File: config.mk
export PLATFORM = sky130hd
export DESIGN_NAME = svf_mux
export DESIGN_NICKNAME = d
export VERILOG_FILES = /design/src/hw/svf_pkg.sv /design/src/hw/svf_mux.sv
export VERILOG_INCLUDE_DIRS = /design/src /design/src/hw
export SDC_FILE = /design/constraint.sdc
export NUM_CORES = 1
export LEC_CHECK = 0
export ABC_AREA = 0
export ABC_CLOCK_PERIOD_IN_PS = 3800
export BUFFER_PORTS_ARGS = -buffer_cell sky130_fd_sc_hd__buf_2
export CAP_MARGIN = 20
export CORE_MARGIN = 3
export CORE_UTILIZATION = 45
export CTS_CLUSTER_SIZE = 28
export DETAILED_ROUTE_END_ITERATION = 8
export PLACE_DENSITY_LB_ADDON = 0.3
export REMOVE_ABC_BUFFERS = 1
export SYNTH_ARGS = -nofsm -noshare
export SYNTH_HDL_FRONTEND = slang
export SYNTH_SLANG_ARGS = --single-unit
File: constraint.sdc
create_clock -name clk -period 3.8 [get_ports clk]
set_input_delay 0.38 -clock clk [delete_from_list [all_inputs] [get_ports clk]]
set_output_delay 0.38 -clock clk [all_outputs]
set_load 0.01 [all_outputs]
File: src/hw/svf_map.svh
// Constants for the scan video frame multiplexer: rates, framing, layout.
// Assumes a 250 MHz system clock and one includer per compilation unit.
`ifndef SVF_MAP_SVH
`define SVF_MAP_SVH
`define SVF_CLK_KHZ 19'd250000
`define SVF_RATE1_KBPS 19'd28000
`define SVF_RATE2_KBPS 19'd14000
`define SVF_PREAMBLE_US 2000
`define SVF_US_PER_MS 1000
`define SVF_SYNC_BITS 56
`define SVF_SYNC_LAST 17'd55
`define SVF_ID_BITS 12
`define SVF_LINE_SYNC 44'hf9a_42b6_e3c5
`define SVF_BARKER 6'h3a
`define SVF_WORDS 6'd36
`define SVF_POS_FIRST 6'd1
`define SVF_POS_SYNC_A 6'd1
`define SVF_POS_SYNC_B 6'd19
`define SVF_POS_SKIP_A 6'd6
`define SVF_POS_SKIP_B 6'd9
`define SVF_POS_TH0 6'd2
`define SVF_POS_TH1 6'd11
`define SVF_POS_TH2 6'd20
`define SVF_POS_TH3 6'd29
`define SVF_VIS_BITS 4'd6
`define SVF_TH_BITS 4'd8
`define SVF_VIS_STEP1 3'd1
`define SVF_VIS_STEP2 3'd2
`define SVF_FRAMES_PER_LINE 4
`endif

File: src/hw/svf_pkg.sv
// Types for the scan video frame multiplexer.
// Assumes the map header supplies all numeric constants.
package svf_pkg;
  typedef enum logic [3:0] {
    svf_st_idle = 4'h1,
    svf_st_pre = 4'h2,
    svf_st_sync = 4'h4,
    svf_st_video = 4'h8
  } svf_state_type;
  typedef enum logic [1:0] {
    svf_kind_vis = 2'h0,
    svf_kind_th = 2'h1,
    svf_kind_sync = 2'h2,
    svf_kind_isync = 2'h3
  } svf_kind_type;
endpackage : svf_pkg

File: src/hw/svf_mux.sv
// Scan video frame multiplexer: frames converter codes into a serial line.
// Assumes converter codes are on the clk domain; mode, start, ID are pins.
`include "svf_map.svh"
`timescale 1ns/100ps
`default_nettype none
// Functional notes
// Sample all ten channels in fixed order; mode two steps vis_chan through the even visible channels only
// Insert twelve-bit line ID once per scan
// One of two ground-commanded modes active
// Send 2 ms alternating preamble first
// Then one 56-bit sync and ID word
// Video: six-bit visible, eight-bit thermal words
// Mode two drops words six through nine
// Visible codes are six-bit companded values
// Thermal codes are eight-bit linear values
// Mode two carries four paired visible channels
// Frame holds four eight-bit, thirty-two six-bit
// Ground splits stream at 14/7 Mb/s
// 36 words, Barker at 1, inverse 19
// Differentially encode the serial output
// Mode change waits for next line frame
// Data words keep fixed position order
module svf_mux #(
  parameter int PREAMBLE_US = `SVF_PREAMBLE_US,
  parameter int FRAMES_PER_LINE = `SVF_FRAMES_PER_LINE
) (
  // Clock and reset
  input wire logic clk,
  input wire logic nrst,
  // Pins from command subsystem and radiometer
  input wire logic mode_cmd,
  input wire logic line_start,
  input wire logic [11:0] line_id,
  // Converter results, clk domain
  input wire logic [47:0] vis_code,
  input wire logic [15:0] thermal_code,
  // Channel sequencing to the analog side
  output logic [2:0] vis_chan,
  output logic thermal_chan,
  // Serial stream to the modulator, line busy and active mode
  output logic ser_data,
  output logic ser_strobe,
  output logic line_busy,
  output logic mode_active
);
  localparam int PRE1 = PREAMBLE_US * `SVF_RATE1_KBPS / `SVF_US_PER_MS;
  localparam int PRE2 = PREAMBLE_US * `SVF_RATE2_KBPS / `SVF_US_PER_MS;
  if (PRE2 < 1 || PRE1 > 131072 || FRAMES_PER_LINE < 1 ||
      FRAMES_PER_LINE > 255)
  begin : g_bad_param
    $error("svf_mux: preamble or frame count out of range");
  end

  logic [13:0] in_s1;
  logic [13:0] in_s2;
  logic [13:0] in_s3;
  logic [13:0] in_filt;
  logic start_prev;
  logic start_evt;
  svf_pkg::svf_state_type state_reg;
  logic mode_reg;
  logic [18:0] acc_reg;
  logic [18:0] acc_sum;
  logic [18:0] rate;
  logic tick_reg;
  logic [16:0] cnt_reg;
  logic [16:0] pre_last;
  logic alt_reg;
  logic [55:0] sync_sr;
  logic [7:0] word_reg;
  logic [3:0] len_reg;
  svf_pkg::svf_kind_type kind_reg;
  logic [5:0] pos_reg;
  logic [5:0] pos_nxt;
  logic [5:0] load_pos;
  svf_pkg::svf_kind_type load_kind;
  logic [7:0] frame_reg;
  logic [2:0] vis_idx;
  logic th_idx;
  logic raw_bit;
  logic word_end;
  logic ser_data_reg;
  logic ser_strobe_reg;
  logic busy_reg;

  function automatic svf_pkg::svf_kind_type word_kind(input logic [5:0] p);
    if (p == `SVF_POS_SYNC_A)
      word_kind = svf_pkg::svf_kind_sync;
    else if (p == `SVF_POS_SYNC_B)
      word_kind = svf_pkg::svf_kind_isync;
    else if (p == `SVF_POS_TH0 || p == `SVF_POS_TH1 ||
             p == `SVF_POS_TH2 || p == `SVF_POS_TH3)
      word_kind = svf_pkg::svf_kind_th;
    else
      word_kind = svf_pkg::svf_kind_vis;
  endfunction : word_kind

  // Pin inputs: three stages, a change counts once stages two and three agree
  always_ff @(posedge clk or negedge nrst)
  begin
    if (!nrst)
    begin
      in_s1 <= 14'h0000;
      in_s2 <= 14'h0000;
      in_s3 <= 14'h0000;
      in_filt <= 14'h0000;
      start_prev <= 1'b0;
    end
    else
    begin
      in_s1 <= {mode_cmd, line_start, line_id};
      in_s2 <= in_s1;
      in_s3 <= in_s2;
      in_filt <= (in_s2 & ~(in_s2 ^ in_s3)) | (in_filt & (in_s2 ^ in_s3));
      start_prev <= in_filt[12];
    end
  end
  assign start_evt = in_filt[12] & ~start_prev;

  // Bit rate from a phase accumulator; 250 MHz is no multiple of 28 Mb/s
  assign rate = mode_reg ? `SVF_RATE2_KBPS : `SVF_RATE1_KBPS;
  assign acc_sum = acc_reg + rate;
  always_ff @(posedge clk or negedge nrst)
  begin
    if (!nrst)
    begin
      acc_reg <= 19'h00000;
      tick_reg <= 1'b0;
    end
    else if (state_reg == svf_pkg::svf_st_idle)
    begin
      acc_reg <= 19'h00000;
      tick_reg <= 1'b0;
    end
    else if (acc_sum >= `SVF_CLK_KHZ)
    begin
      acc_reg <= acc_sum - `SVF_CLK_KHZ;
      tick_reg <= 1'b1;
    end
    else
    begin
      acc_reg <= acc_sum;
      tick_reg <= 1'b0;
    end
  end

  assign pre_last = mode_reg ? 17'(PRE2 - 1) : 17'(PRE1 - 1);
  assign word_end = tick_reg && (cnt_reg == 17'(len_reg - 4'd1));

  // Next word position; mode two jumps over the deleted block
  always_comb
  begin
    pos_nxt = (pos_reg == `SVF_WORDS) ? `SVF_POS_FIRST : pos_reg + 6'd1;
    if (mode_reg && pos_nxt == `SVF_POS_SKIP_A)
      pos_nxt = `SVF_POS_SKIP_B + 6'd1;
    load_pos = (state_reg == svf_pkg::svf_st_sync) ? `SVF_POS_FIRST : pos_nxt;
    load_kind = word_kind(load_pos);
  end

  // Frame sequencer; mode is latched only between lines
  always_ff @(posedge clk or negedge nrst)
  begin
    if (!nrst)
    begin
      state_reg <= svf_pkg::svf_st_idle;
      mode_reg <= 1'b0;
      cnt_reg <= 17'h00000;
      alt_reg <= 1'b1;
      pos_reg <= `SVF_POS_FIRST;
      frame_reg <= 8'h00;
      busy_reg <= 1'b0;
    end
    else
    begin
      unique case (state_reg)
        svf_pkg::svf_st_idle:
        begin
          if (start_evt)
          begin
            mode_reg <= in_filt[13];
            state_reg <= svf_pkg::svf_st_pre;
            cnt_reg <= 17'h00000;
            alt_reg <= 1'b1;
            busy_reg <= 1'b1;
          end
        end
        svf_pkg::svf_st_pre:
        begin
          if (tick_reg)
          begin
            alt_reg <= ~alt_reg;
            if (cnt_reg == pre_last)
            begin
              state_reg <= svf_pkg::svf_st_sync;
              cnt_reg <= 17'h00000;
            end
            else
              cnt_reg <= cnt_reg + 17'h00001;
          end
        end
        svf_pkg::svf_st_sync:
        begin
          if (tick_reg)
          begin
            if (cnt_reg == `SVF_SYNC_LAST)
            begin
              state_reg <= svf_pkg::svf_st_video;
              cnt_reg <= 17'h00000;
              pos_reg <= `SVF_POS_FIRST;
              frame_reg <= 8'h00;
            end
            else
              cnt_reg <= cnt_reg + 17'h00001;
          end
        end
        svf_pkg::svf_st_video:
        begin
          if (word_end)
          begin
            cnt_reg <= 17'h00000;
            pos_reg <= load_pos;
            if (pos_reg == `SVF_WORDS)
            begin
              frame_reg <= frame_reg + 8'h01;
              if (frame_reg == 8'(FRAMES_PER_LINE - 1))
              begin
                state_reg <= svf_pkg::svf_st_idle;
                busy_reg <= 1'b0;
              end
            end
          end
          else if (tick_reg)
            cnt_reg <= cnt_reg + 17'h00001;
        end
      endcase
    end
  end

  // Sync and ID shifter, loaded as the line starts
  always_ff @(posedge clk or negedge nrst)
  begin
    if (!nrst)
      sync_sr <= 56'h0;
    else if (state_reg == svf_pkg::svf_st_idle && start_evt)
      sync_sr <= {`SVF_LINE_SYNC, in_filt[11:0]};
    else if (state_reg == svf_pkg::svf_st_sync && tick_reg)
      sync_sr <= {sync_sr[54:0], 1'b0};
  end

  // Word shifter, left aligned; channel order restarts every line
  always_ff @(posedge clk or negedge nrst)
  begin
    if (!nrst)
    begin
      word_reg <= 8'h00;
      len_reg <= `SVF_VIS_BITS;
      kind_reg <= svf_pkg::svf_kind_sync;
      vis_idx <= 3'h0;
      th_idx <= 1'b0;
    end
    else if (state_reg == svf_pkg::svf_st_idle)
    begin
      vis_idx <= 3'h0;
      th_idx <= 1'b0;
    end
    else if ((state_reg == svf_pkg::svf_st_sync && tick_reg &&
              cnt_reg == `SVF_SYNC_LAST) ||
             (state_reg == svf_pkg::svf_st_video && word_end))
    begin
      kind_reg <= load_kind;
      unique case (load_kind)
        svf_pkg::svf_kind_sync:
        begin
          word_reg <= {`SVF_BARKER, 2'b00};
          len_reg <= `SVF_VIS_BITS;
        end
        svf_pkg::svf_kind_isync:
        begin
          word_reg <= {~`SVF_BARKER, 2'b00};
          len_reg <= `SVF_VIS_BITS;
        end
        svf_pkg::svf_kind_th:
        begin
          word_reg <= thermal_code[th_idx*8 +: 8];
          len_reg <= `SVF_TH_BITS;
          th_idx <= ~th_idx;
        end
        svf_pkg::svf_kind_vis:
        begin
          word_reg <= {vis_code[vis_idx*6 +: 6], 2'b00};
          len_reg <= `SVF_VIS_BITS;
          // Paired sensors are summed ahead of the even inputs
          vis_idx <= vis_idx + (mode_reg ? `SVF_VIS_STEP2
                                         : `SVF_VIS_STEP1);
        end
      endcase
    end
    else if (state_reg == svf_pkg::svf_st_video && tick_reg)
      word_reg <= {word_reg[6:0], 1'b0};
  end

  always_comb
  begin
    unique case (state_reg)
      svf_pkg::svf_st_pre: raw_bit = alt_reg;
      svf_pkg::svf_st_sync: raw_bit = sync_sr[55];
      svf_pkg::svf_st_video: raw_bit = word_reg[7];
      default: raw_bit = 1'b0;
    endcase
  end

  // Differential encoder; the ground decoder removes phase ambiguity
  always_ff @(posedge clk or negedge nrst)
  begin
    if (!nrst)
    begin
      ser_data_reg <= 1'b0;
      ser_strobe_reg <= 1'b0;
    end
    else
    begin
      ser_strobe_reg <= tick_reg;
      if (tick_reg)
        ser_data_reg <= ser_data_reg ^ raw_bit;
    end
  end

  assign ser_data = ser_data_reg;
  assign ser_strobe = ser_strobe_reg;
  assign line_busy = busy_reg;
  assign mode_active = mode_reg;
  assign vis_chan = vis_idx;
  assign thermal_chan = th_idx;

  a_mode_hold: assert property (@(posedge clk) disable iff (!nrst)
    (state_reg != svf_pkg::svf_st_idle && $past(state_reg) !=
     svf_pkg::svf_st_idle) |-> $stable(mode_reg))
    else $error("mode changed inside a line");
  a_pre_length: assert property (@(posedge clk) disable iff (!nrst)
    (state_reg == svf_pkg::svf_st_pre ##1 state_reg ==
     svf_pkg::svf_st_sync) |-> $past(cnt_reg) == pre_last)
    else $error("preamble length wrong");
  a_pre_first: assert property (@(posedge clk) disable iff (!nrst)
    (tick_reg && state_reg == svf_pkg::svf_st_pre && cnt_reg == 17'h0)
    |-> raw_bit)
    else $error("preamble does not start with one");
  a_sync_length: assert property (@(posedge clk) disable iff (!nrst)
    (state_reg == svf_pkg::svf_st_sync ##1 state_reg ==
     svf_pkg::svf_st_video) |-> $past(cnt_reg) == `SVF_SYNC_LAST)
    else $error("sync word not 56 bits");
  a_id_insert: assert property (@(posedge clk) disable iff (!nrst)
    (state_reg == svf_pkg::svf_st_idle ##1 state_reg ==
     svf_pkg::svf_st_pre) |-> sync_sr[11:0] == $past(in_filt[11:0]))
    else $error("line ID not loaded");
  a_diff_enc: assert property (@(posedge clk) disable iff (!nrst)
    ser_strobe_reg |-> ser_data_reg == ($past(ser_data_reg) ^
    $past(raw_bit)))
    else $error("differential encoding wrong");
  a_skip_words: assert property (@(posedge clk) disable iff (!nrst)
    (mode_reg && state_reg == svf_pkg::svf_st_video) |->
    !(pos_reg >= `SVF_POS_SKIP_A && pos_reg <= `SVF_POS_SKIP_B))
    else $error("deleted word sent in mode two");
  a_word_kind: assert property (@(posedge clk) disable iff (!nrst)
    state_reg == svf_pkg::svf_st_video |-> kind_reg == word_kind(pos_reg)
    && len_reg == ((kind_reg == svf_pkg::svf_kind_th) ? `SVF_TH_BITS
    : `SVF_VIS_BITS))
    else $error("word kind or width wrong");
  a_tick_gap: assert property (@(posedge clk) disable iff (!nrst)
    tick_reg |=> !tick_reg ##1 !tick_reg ##1 !tick_reg)
    else $error("bit rate too high");
  c_mode1_line: cover property (@(posedge clk) disable iff (!nrst)
    !mode_reg && state_reg == svf_pkg::svf_st_video ##1
    state_reg == svf_pkg::svf_st_idle);
  c_mode2_line: cover property (@(posedge clk) disable iff (!nrst)
    mode_reg && state_reg == svf_pkg::svf_st_video ##1
    state_reg == svf_pkg::svf_st_idle);
  c_mode_pending: cover property (@(posedge clk) disable iff (!nrst)
    busy_reg && in_filt[13] != mode_reg);
endmodule : svf_mux
`default_nettype wire

## Word level (Yosys, flattened, before mapping)

Cells that the tools add are included.

| word-level totals | value |
|---|---|
| ROM bits | 0 |
| bits of input ports | 80 |
| memories kept | 0 |
| bits in registers | 189 |
| latch bits | 0 |
| word-level logic and storage cells | 162 |
| bits in writable memories | 0 |

| cells by class | value |
|---|---|
| equal/unequal tests | 28 |
| div/mod/pow operators | 0 |
| multiply operators | 1 |
| add/subtract/negate cells | 7 |
| order comparisons | 1 |
| mux-type cells | 59 |
| shift operators | 2 |
| reduce and logical (&&, ||, !) cells | 32 |
| bitwise operators | 11 |

Operators by type and width:

| kind | number |
|---|---|
| 17-bit two-way mux | 7 |
| 56-bit two-way mux | 2 |
| 17-bit case mux with 4 select lines | 1 |
| 8-bit two-way mux | 6 |
| 48-bit by 7-bit variable part select with 6-bit output | 1 |
| 19-bit two-way mux | 2 |
| 6-bit two-way mux | 6 |
| 4-bit two-way mux | 8 |
| 8-bit case mux with 4 select lines | 1 |
| 14-bit AND | 2 |
| 19-bit by 15-bit adder with 19-bit output | 1 |
| 19-bit by 18-bit greater-or-equal comparator with 1-bit output, second input constant | 1 |
| 19-bit by 18-bit subtractor with 19-bit output, second input constant | 1 |
| 6-bit by 5-bit equality test with 1-bit output, second input constant | 3 |
| 17-bit by 1-bit adder with 17-bit output, second input constant | 1 |
| 17-bit by 16-bit equality test with 1-bit output | 1 |
| 17-bit equality test | 1 |
| 17-bit by 6-bit equality test with 1-bit output, second input constant | 1 |
| 16-bit two-way mux | 1 |
| 4-bit case mux with 4 select lines | 1 |
| 8-bit case mux with 2 select lines | 1 |
| 2-bit nonzero test | 8 |
| 16-bit by 5-bit variable part select with 8-bit output | 1 |
| 15-bit two-way mux | 1 |
| other kinds (42) | 82 |

## Longest topological paths before layout

| logic depth | value |
|---|---|
| depth after elaboration | 17 |
| gate-level depth with buffers | 12 |
| depth with buffers taken out | 11 |

## Worst setup path before layout

No wires, ideal clock.

| timing path | value |
|---|---|
| kind | register -> register |
| from | register mode_reg, in the netlist mode_active |
| to | register acc_reg[11] |
| cell stages (with the launch flop) | 11 |
| arrival time | 2.900 ns |
| path slack | 0.822 ns |
| cells stage by stage | dfrtp_1 inv_1 ha_1 o21ai_0 a211oi_1 a22o_1 nor2_1 a22oi_1 a31oi_4 or3_1 a21oi_1 |

| between the ends | value |
|---|---|
| word-level cells in the longest chain between the ends | 5 |
| elaborated cells between the ends (all ways) | 6 |
| classes of those cells | add/sub (2); order compare (1); mux (3) |

Ends and longest elaborated chain:

| what | RTL line | RTL |
|---|---|---|
| start, declared | svf_mux.sv:61 | `logic mode_reg;` |
| start signal, assigned | svf_mux.sv:180 | `mode_reg <= in_filt[13];` |
| 15-bit two-way mux (no source line) * | -- |  |
| 19-bit by 15-bit adder with 19-bit output * | svf_mux.sv:122 | `assign acc_sum = acc_reg + rate;` |
| 19-bit by 18-bit subtractor with 19-bit output (no source line) or 19-bit by 18-bit greater-or-equal comparator with 1-bit output (tied branches) | -- |  |
| 19-bit two-way mux * | svf_mux.sv:135 | `` else if (acc_sum >= `SVF_CLK_KHZ) `` |
| 19-bit two-way mux * | svf_mux.sv:130 | `else if (state_reg == svf_pkg::svf_st_idle)` |
| end signal, assigned | svf_mux.sv:137 | `` acc_reg <= acc_sum - `SVF_CLK_KHZ; `` |
| end signal, assigned | svf_mux.sv:142 | `acc_reg <= acc_sum;` |
| end, declared | svf_mux.sv:62 | `logic [18:0] acc_reg;` |

Mark *: on every way between the ends. The rest lies on a longest branch, timed or not.
A chain may end at the register's enable or synchronous reset.

## Final worst setup path

Same ends and word-level chain as after synthesis.

==> impl_results.md <==
- Comb pwr share: 2.9%
- Chip height: 148 um
- Crit path kind: register to register
- Core Rows: 51
- RSZ-0062 raised after global routing: no
- Synth area leaders: dfrtp_1 49%, nand2_1 4.8%, a21oi_1 3.0%
- Fin. Hold Viols: 0
- Clock buffer depth: 2
- Share of flip-flops with an asynchronous set or reset: 100%
- DRT iter0 DRCs: 459
- GRT Total Usage: 18.4%
- R2r setup slk: 390 ps
- Fmax: 293 MHz
- Yosys top cell by area: dfrtp_1
- Area Growth Syn to Fin: 14.0%
- Internal Power: 3040 uW
- DRT Wirelength: 19.2 mm
- Power density over the cells: 379 mW/mm^2
- Startpoint Class: register
- Reg area: 0.00458 mm^2
- Hold Slack: 8.85 ps
- Gr ovfl total: 0
- Avg Vias per Cell: 5.61
- Synth unique cells: 77
- Mapped cell area: 0.00911 mm^2
- # fillers: 1835
- Clk pwr share: 46.2%
- Lkg Pwr: 0.00457 uW
- Worst Setup End Kind: register
- Vias in the first global route: 6791
- IO Pins: 88
- First-pass iteration count of the detailed router: 6
- Chip width: 148 um
- Post-synth EDFFs: 0
- Hpwl dp: 13.3 mm
- RePlAce Congestion: 0.894
- Pin count of the biggest net entering global routing: 93
- TritonCTS Buffers: 17
- Clk Latency, worst-skew pair: 430 ps
- Util after Layout: 52.8%
- First-pass GRT wire length: 33.3 mm
- Via count: 6983
- Clock sinks: 183
- Area of the die: 0.0220 mm^2
- Slew Limit Fails: 0
- Register-to-Register Path Depth: 10
- Post-Syn Instances: 899
- Actual slew at the worst max-slew pin: 825 ps
- Switching share of power: 22.7%
- Placed inst area: 0.00976 mm^2
- Cts repair resizes: 0
- Synth warn: 0
- Worst vdd ir: 0.246 mV
- Postcts setup bufs: 0
- IO Port Bufs: 87
- Post-route ant nets: 0
- Crit Path Max Fanout: 19
- Sequential power share: 50.9%
- Setup_tns: 0 ps
- Clk slew on worst S/H paths: 70 ps
- Routed len/inst: 15.5 um
- Max FFs per register: 56
- Crit share post-route: 89.8%
- Final min period: 3410 ps
- Yosys top cell area share: 49.2%
- Data required, critical path: 4150 ps
- Register area share after synthesis: 50.3%
- Finished Cell Area: 0.0104 mm^2
- Worst hold path type: input port to async pin
- Multi-input gate area: 0.00421 mm^2
- H-tree lvl count: 4
- DRC Markers: 0
- FF+latch count, synth: 183
- CORE AREA: 0.0197 mm^2
- Ratio of cells with drive above 1 in the final layout: 17.1%
- MaxCap Viol Count: 0
- Synth Area per Inst: 10.1 um^2
- Main synth FF type: dfrtp_1
- Psw: 893 uW
- Final-stage net count: 1066
- Initial Utilization: 46.3%
- Status: complete, no violations
- Post-CTS Hold Buffers: 0
- Skew final: 10.8 ps
- Number of antenna repair diodes: 0
- Initial antenna violation count: 0
- Relative slew slack: 45.0%
- Clock root buffer: clkbuf_16
- Crit path arrival time: 3760 ps
- Final-report setup violation count: 0
- TritonCTS clock tree: built
-- worst paths after layout --
kind,from,endpoint
setup / recovery,mode_active$_DFFE_PN0P_,acc_reg[11]$_DFF_PN0_
hold / removal,nrst,in_s3[8]$_DFF_PN0_
setup reg to reg,mode_active$_DFFE_PN0P_,acc_reg[11]$_DFF_PN0_
hold reg to reg,in_s1[0]$_DFF_PN0_,in_s2[0]$_DFF_PN0_
max in group asynchronous,nrst,mode_active$_DFFE_PN0P_
min in group clk,line_id[8],in_s1[8]$_DFF_PN0_
-- power groups by stage --
stage	combinational [uW]	clock, uW	sequential, uW
finish	112	1820	2000
CTS	117	1870	2000
global route	130	1950	2010
floorplan	29.0	0	2040
detailed placement	116	0	2040
global placement	115	0	2040
-- critical path, cell delays in order, from the launching register on --
cell and delay [ps]:
dfrtp_1 450, buf_4 190, ha_1 450, a211oi_1 440
o21ai_0 130, nor2_1 280, nor2_1 170, a22oi_1 390
a31oi_4 270, or3_1 430, a21oi_1 150
-- Yosys cell counts, types with 7 or more instances --
library cell	count
dfrtp_1	179
nand2_1	117
nor2_1	69
a21oi_1	55
o21ai_0	51
nand3_1	43
clkbuf_1	34
inv_1	23
or3_1	21
ha_1	18
mux2i_1	18
nor3_1	17
xor2_1	16
nand4_1	15
maj3_1	14
mux4_2	12
o22ai_1	12
a22o_1	11
nand2b_1	10
xnor2_1	10
and3_1	8
buf_2	8
a211oi_1	7
and2_1	7
o211a_1	7
o221ai_1	7
-- cell usage in the layout, fill, tap and decap left out, types with 4 or more instances in the layout --
| cell | count |
|---|---|
| and2_1 | 7 |
| nand3_1 | 43 |
| o22ai_1 | 12 |
| a21oi_1 | 55 |
| o211a_1 | 7 |
| buf_4 | 11 |
| o21ai_0 | 51 |
| a211oi_1 | 7 |
| o22a_1 | 6 |
| o31ai_1 | 5 |
| inv_1 | 23 |
| o221ai_1 | 7 |
| mux2i_1 | 18 |
| nor4_1 | 5 |
| maj3_1 | 14 |
| o21a_1 | 6 |
| nand4_1 | 15 |
| nand3b_1 | 6 |
| dfrtp_1 | 179 |
| or3_1 | 21 |
| a31oi_1 | 6 |
| nand2_1 | 117 |
| ha_1 | 18 |
| xnor2_1 | 10 |
| and3_1 | 8 |
| nor2_1 | 69 |
| inv_8 | 4 |
| xor2_1 | 16 |
| mux4_2 | 12 |
| nand2b_1 | 10 |
| a21o_1 | 5 |
| buf_2 | 86 |
| dfstp_2 | 4 |
| clkbuf_16 | 17 |
| nor3_1 | 17 |
| a22o_1 | 11 |
-- layout make-up --
type | count | share of cell area, %
repair buffers | 99 | 5.27
multi-input cells | 643 | 40.6
clock buffers | 18 | 4.13
inverters | 23 | 0.832
well taps | 265 | 3.19
flip-flops and latches | 183 | 44.2
clock inverters | 13 | 1.81
-- cell families (layout without fill, tap and decap cells) --
group / count (synthesis) / in the layout / synth area share, %
xor+xnor: 26 / 26 / 2.50
flops: 183 / 183 / 50.3
buf+inv: 73 / 153 / 3.45
mux: 32 / 32 / 5.23
fa+ha+maj: 33 / 33 / 4.23
compound gates: 205 / 205 / 15.2
simple gates: 347 / 347 / 19.1
-- routing by layer --
layer	global-route usage (%)	part of all wire (%)
met5	0	0
met2	29.0	47
met3	3.53	4.9
met4	5.50	1.5
met1	26.2	47
-- stage by stage --
stage / std cells / setup WS [ps] / total power, uW
global route: 1244 / 65.5 / 4090
global placement: 1213 / 562 / 2160
floorplan: 849 / 695 / 2060
detailed placement: 1213 / 429 / 2160
finish: 1244 / 388 / 3940
CTS: 1244 / 400 / 3990
Note: power is estimated with default switching activity, not from simulation.
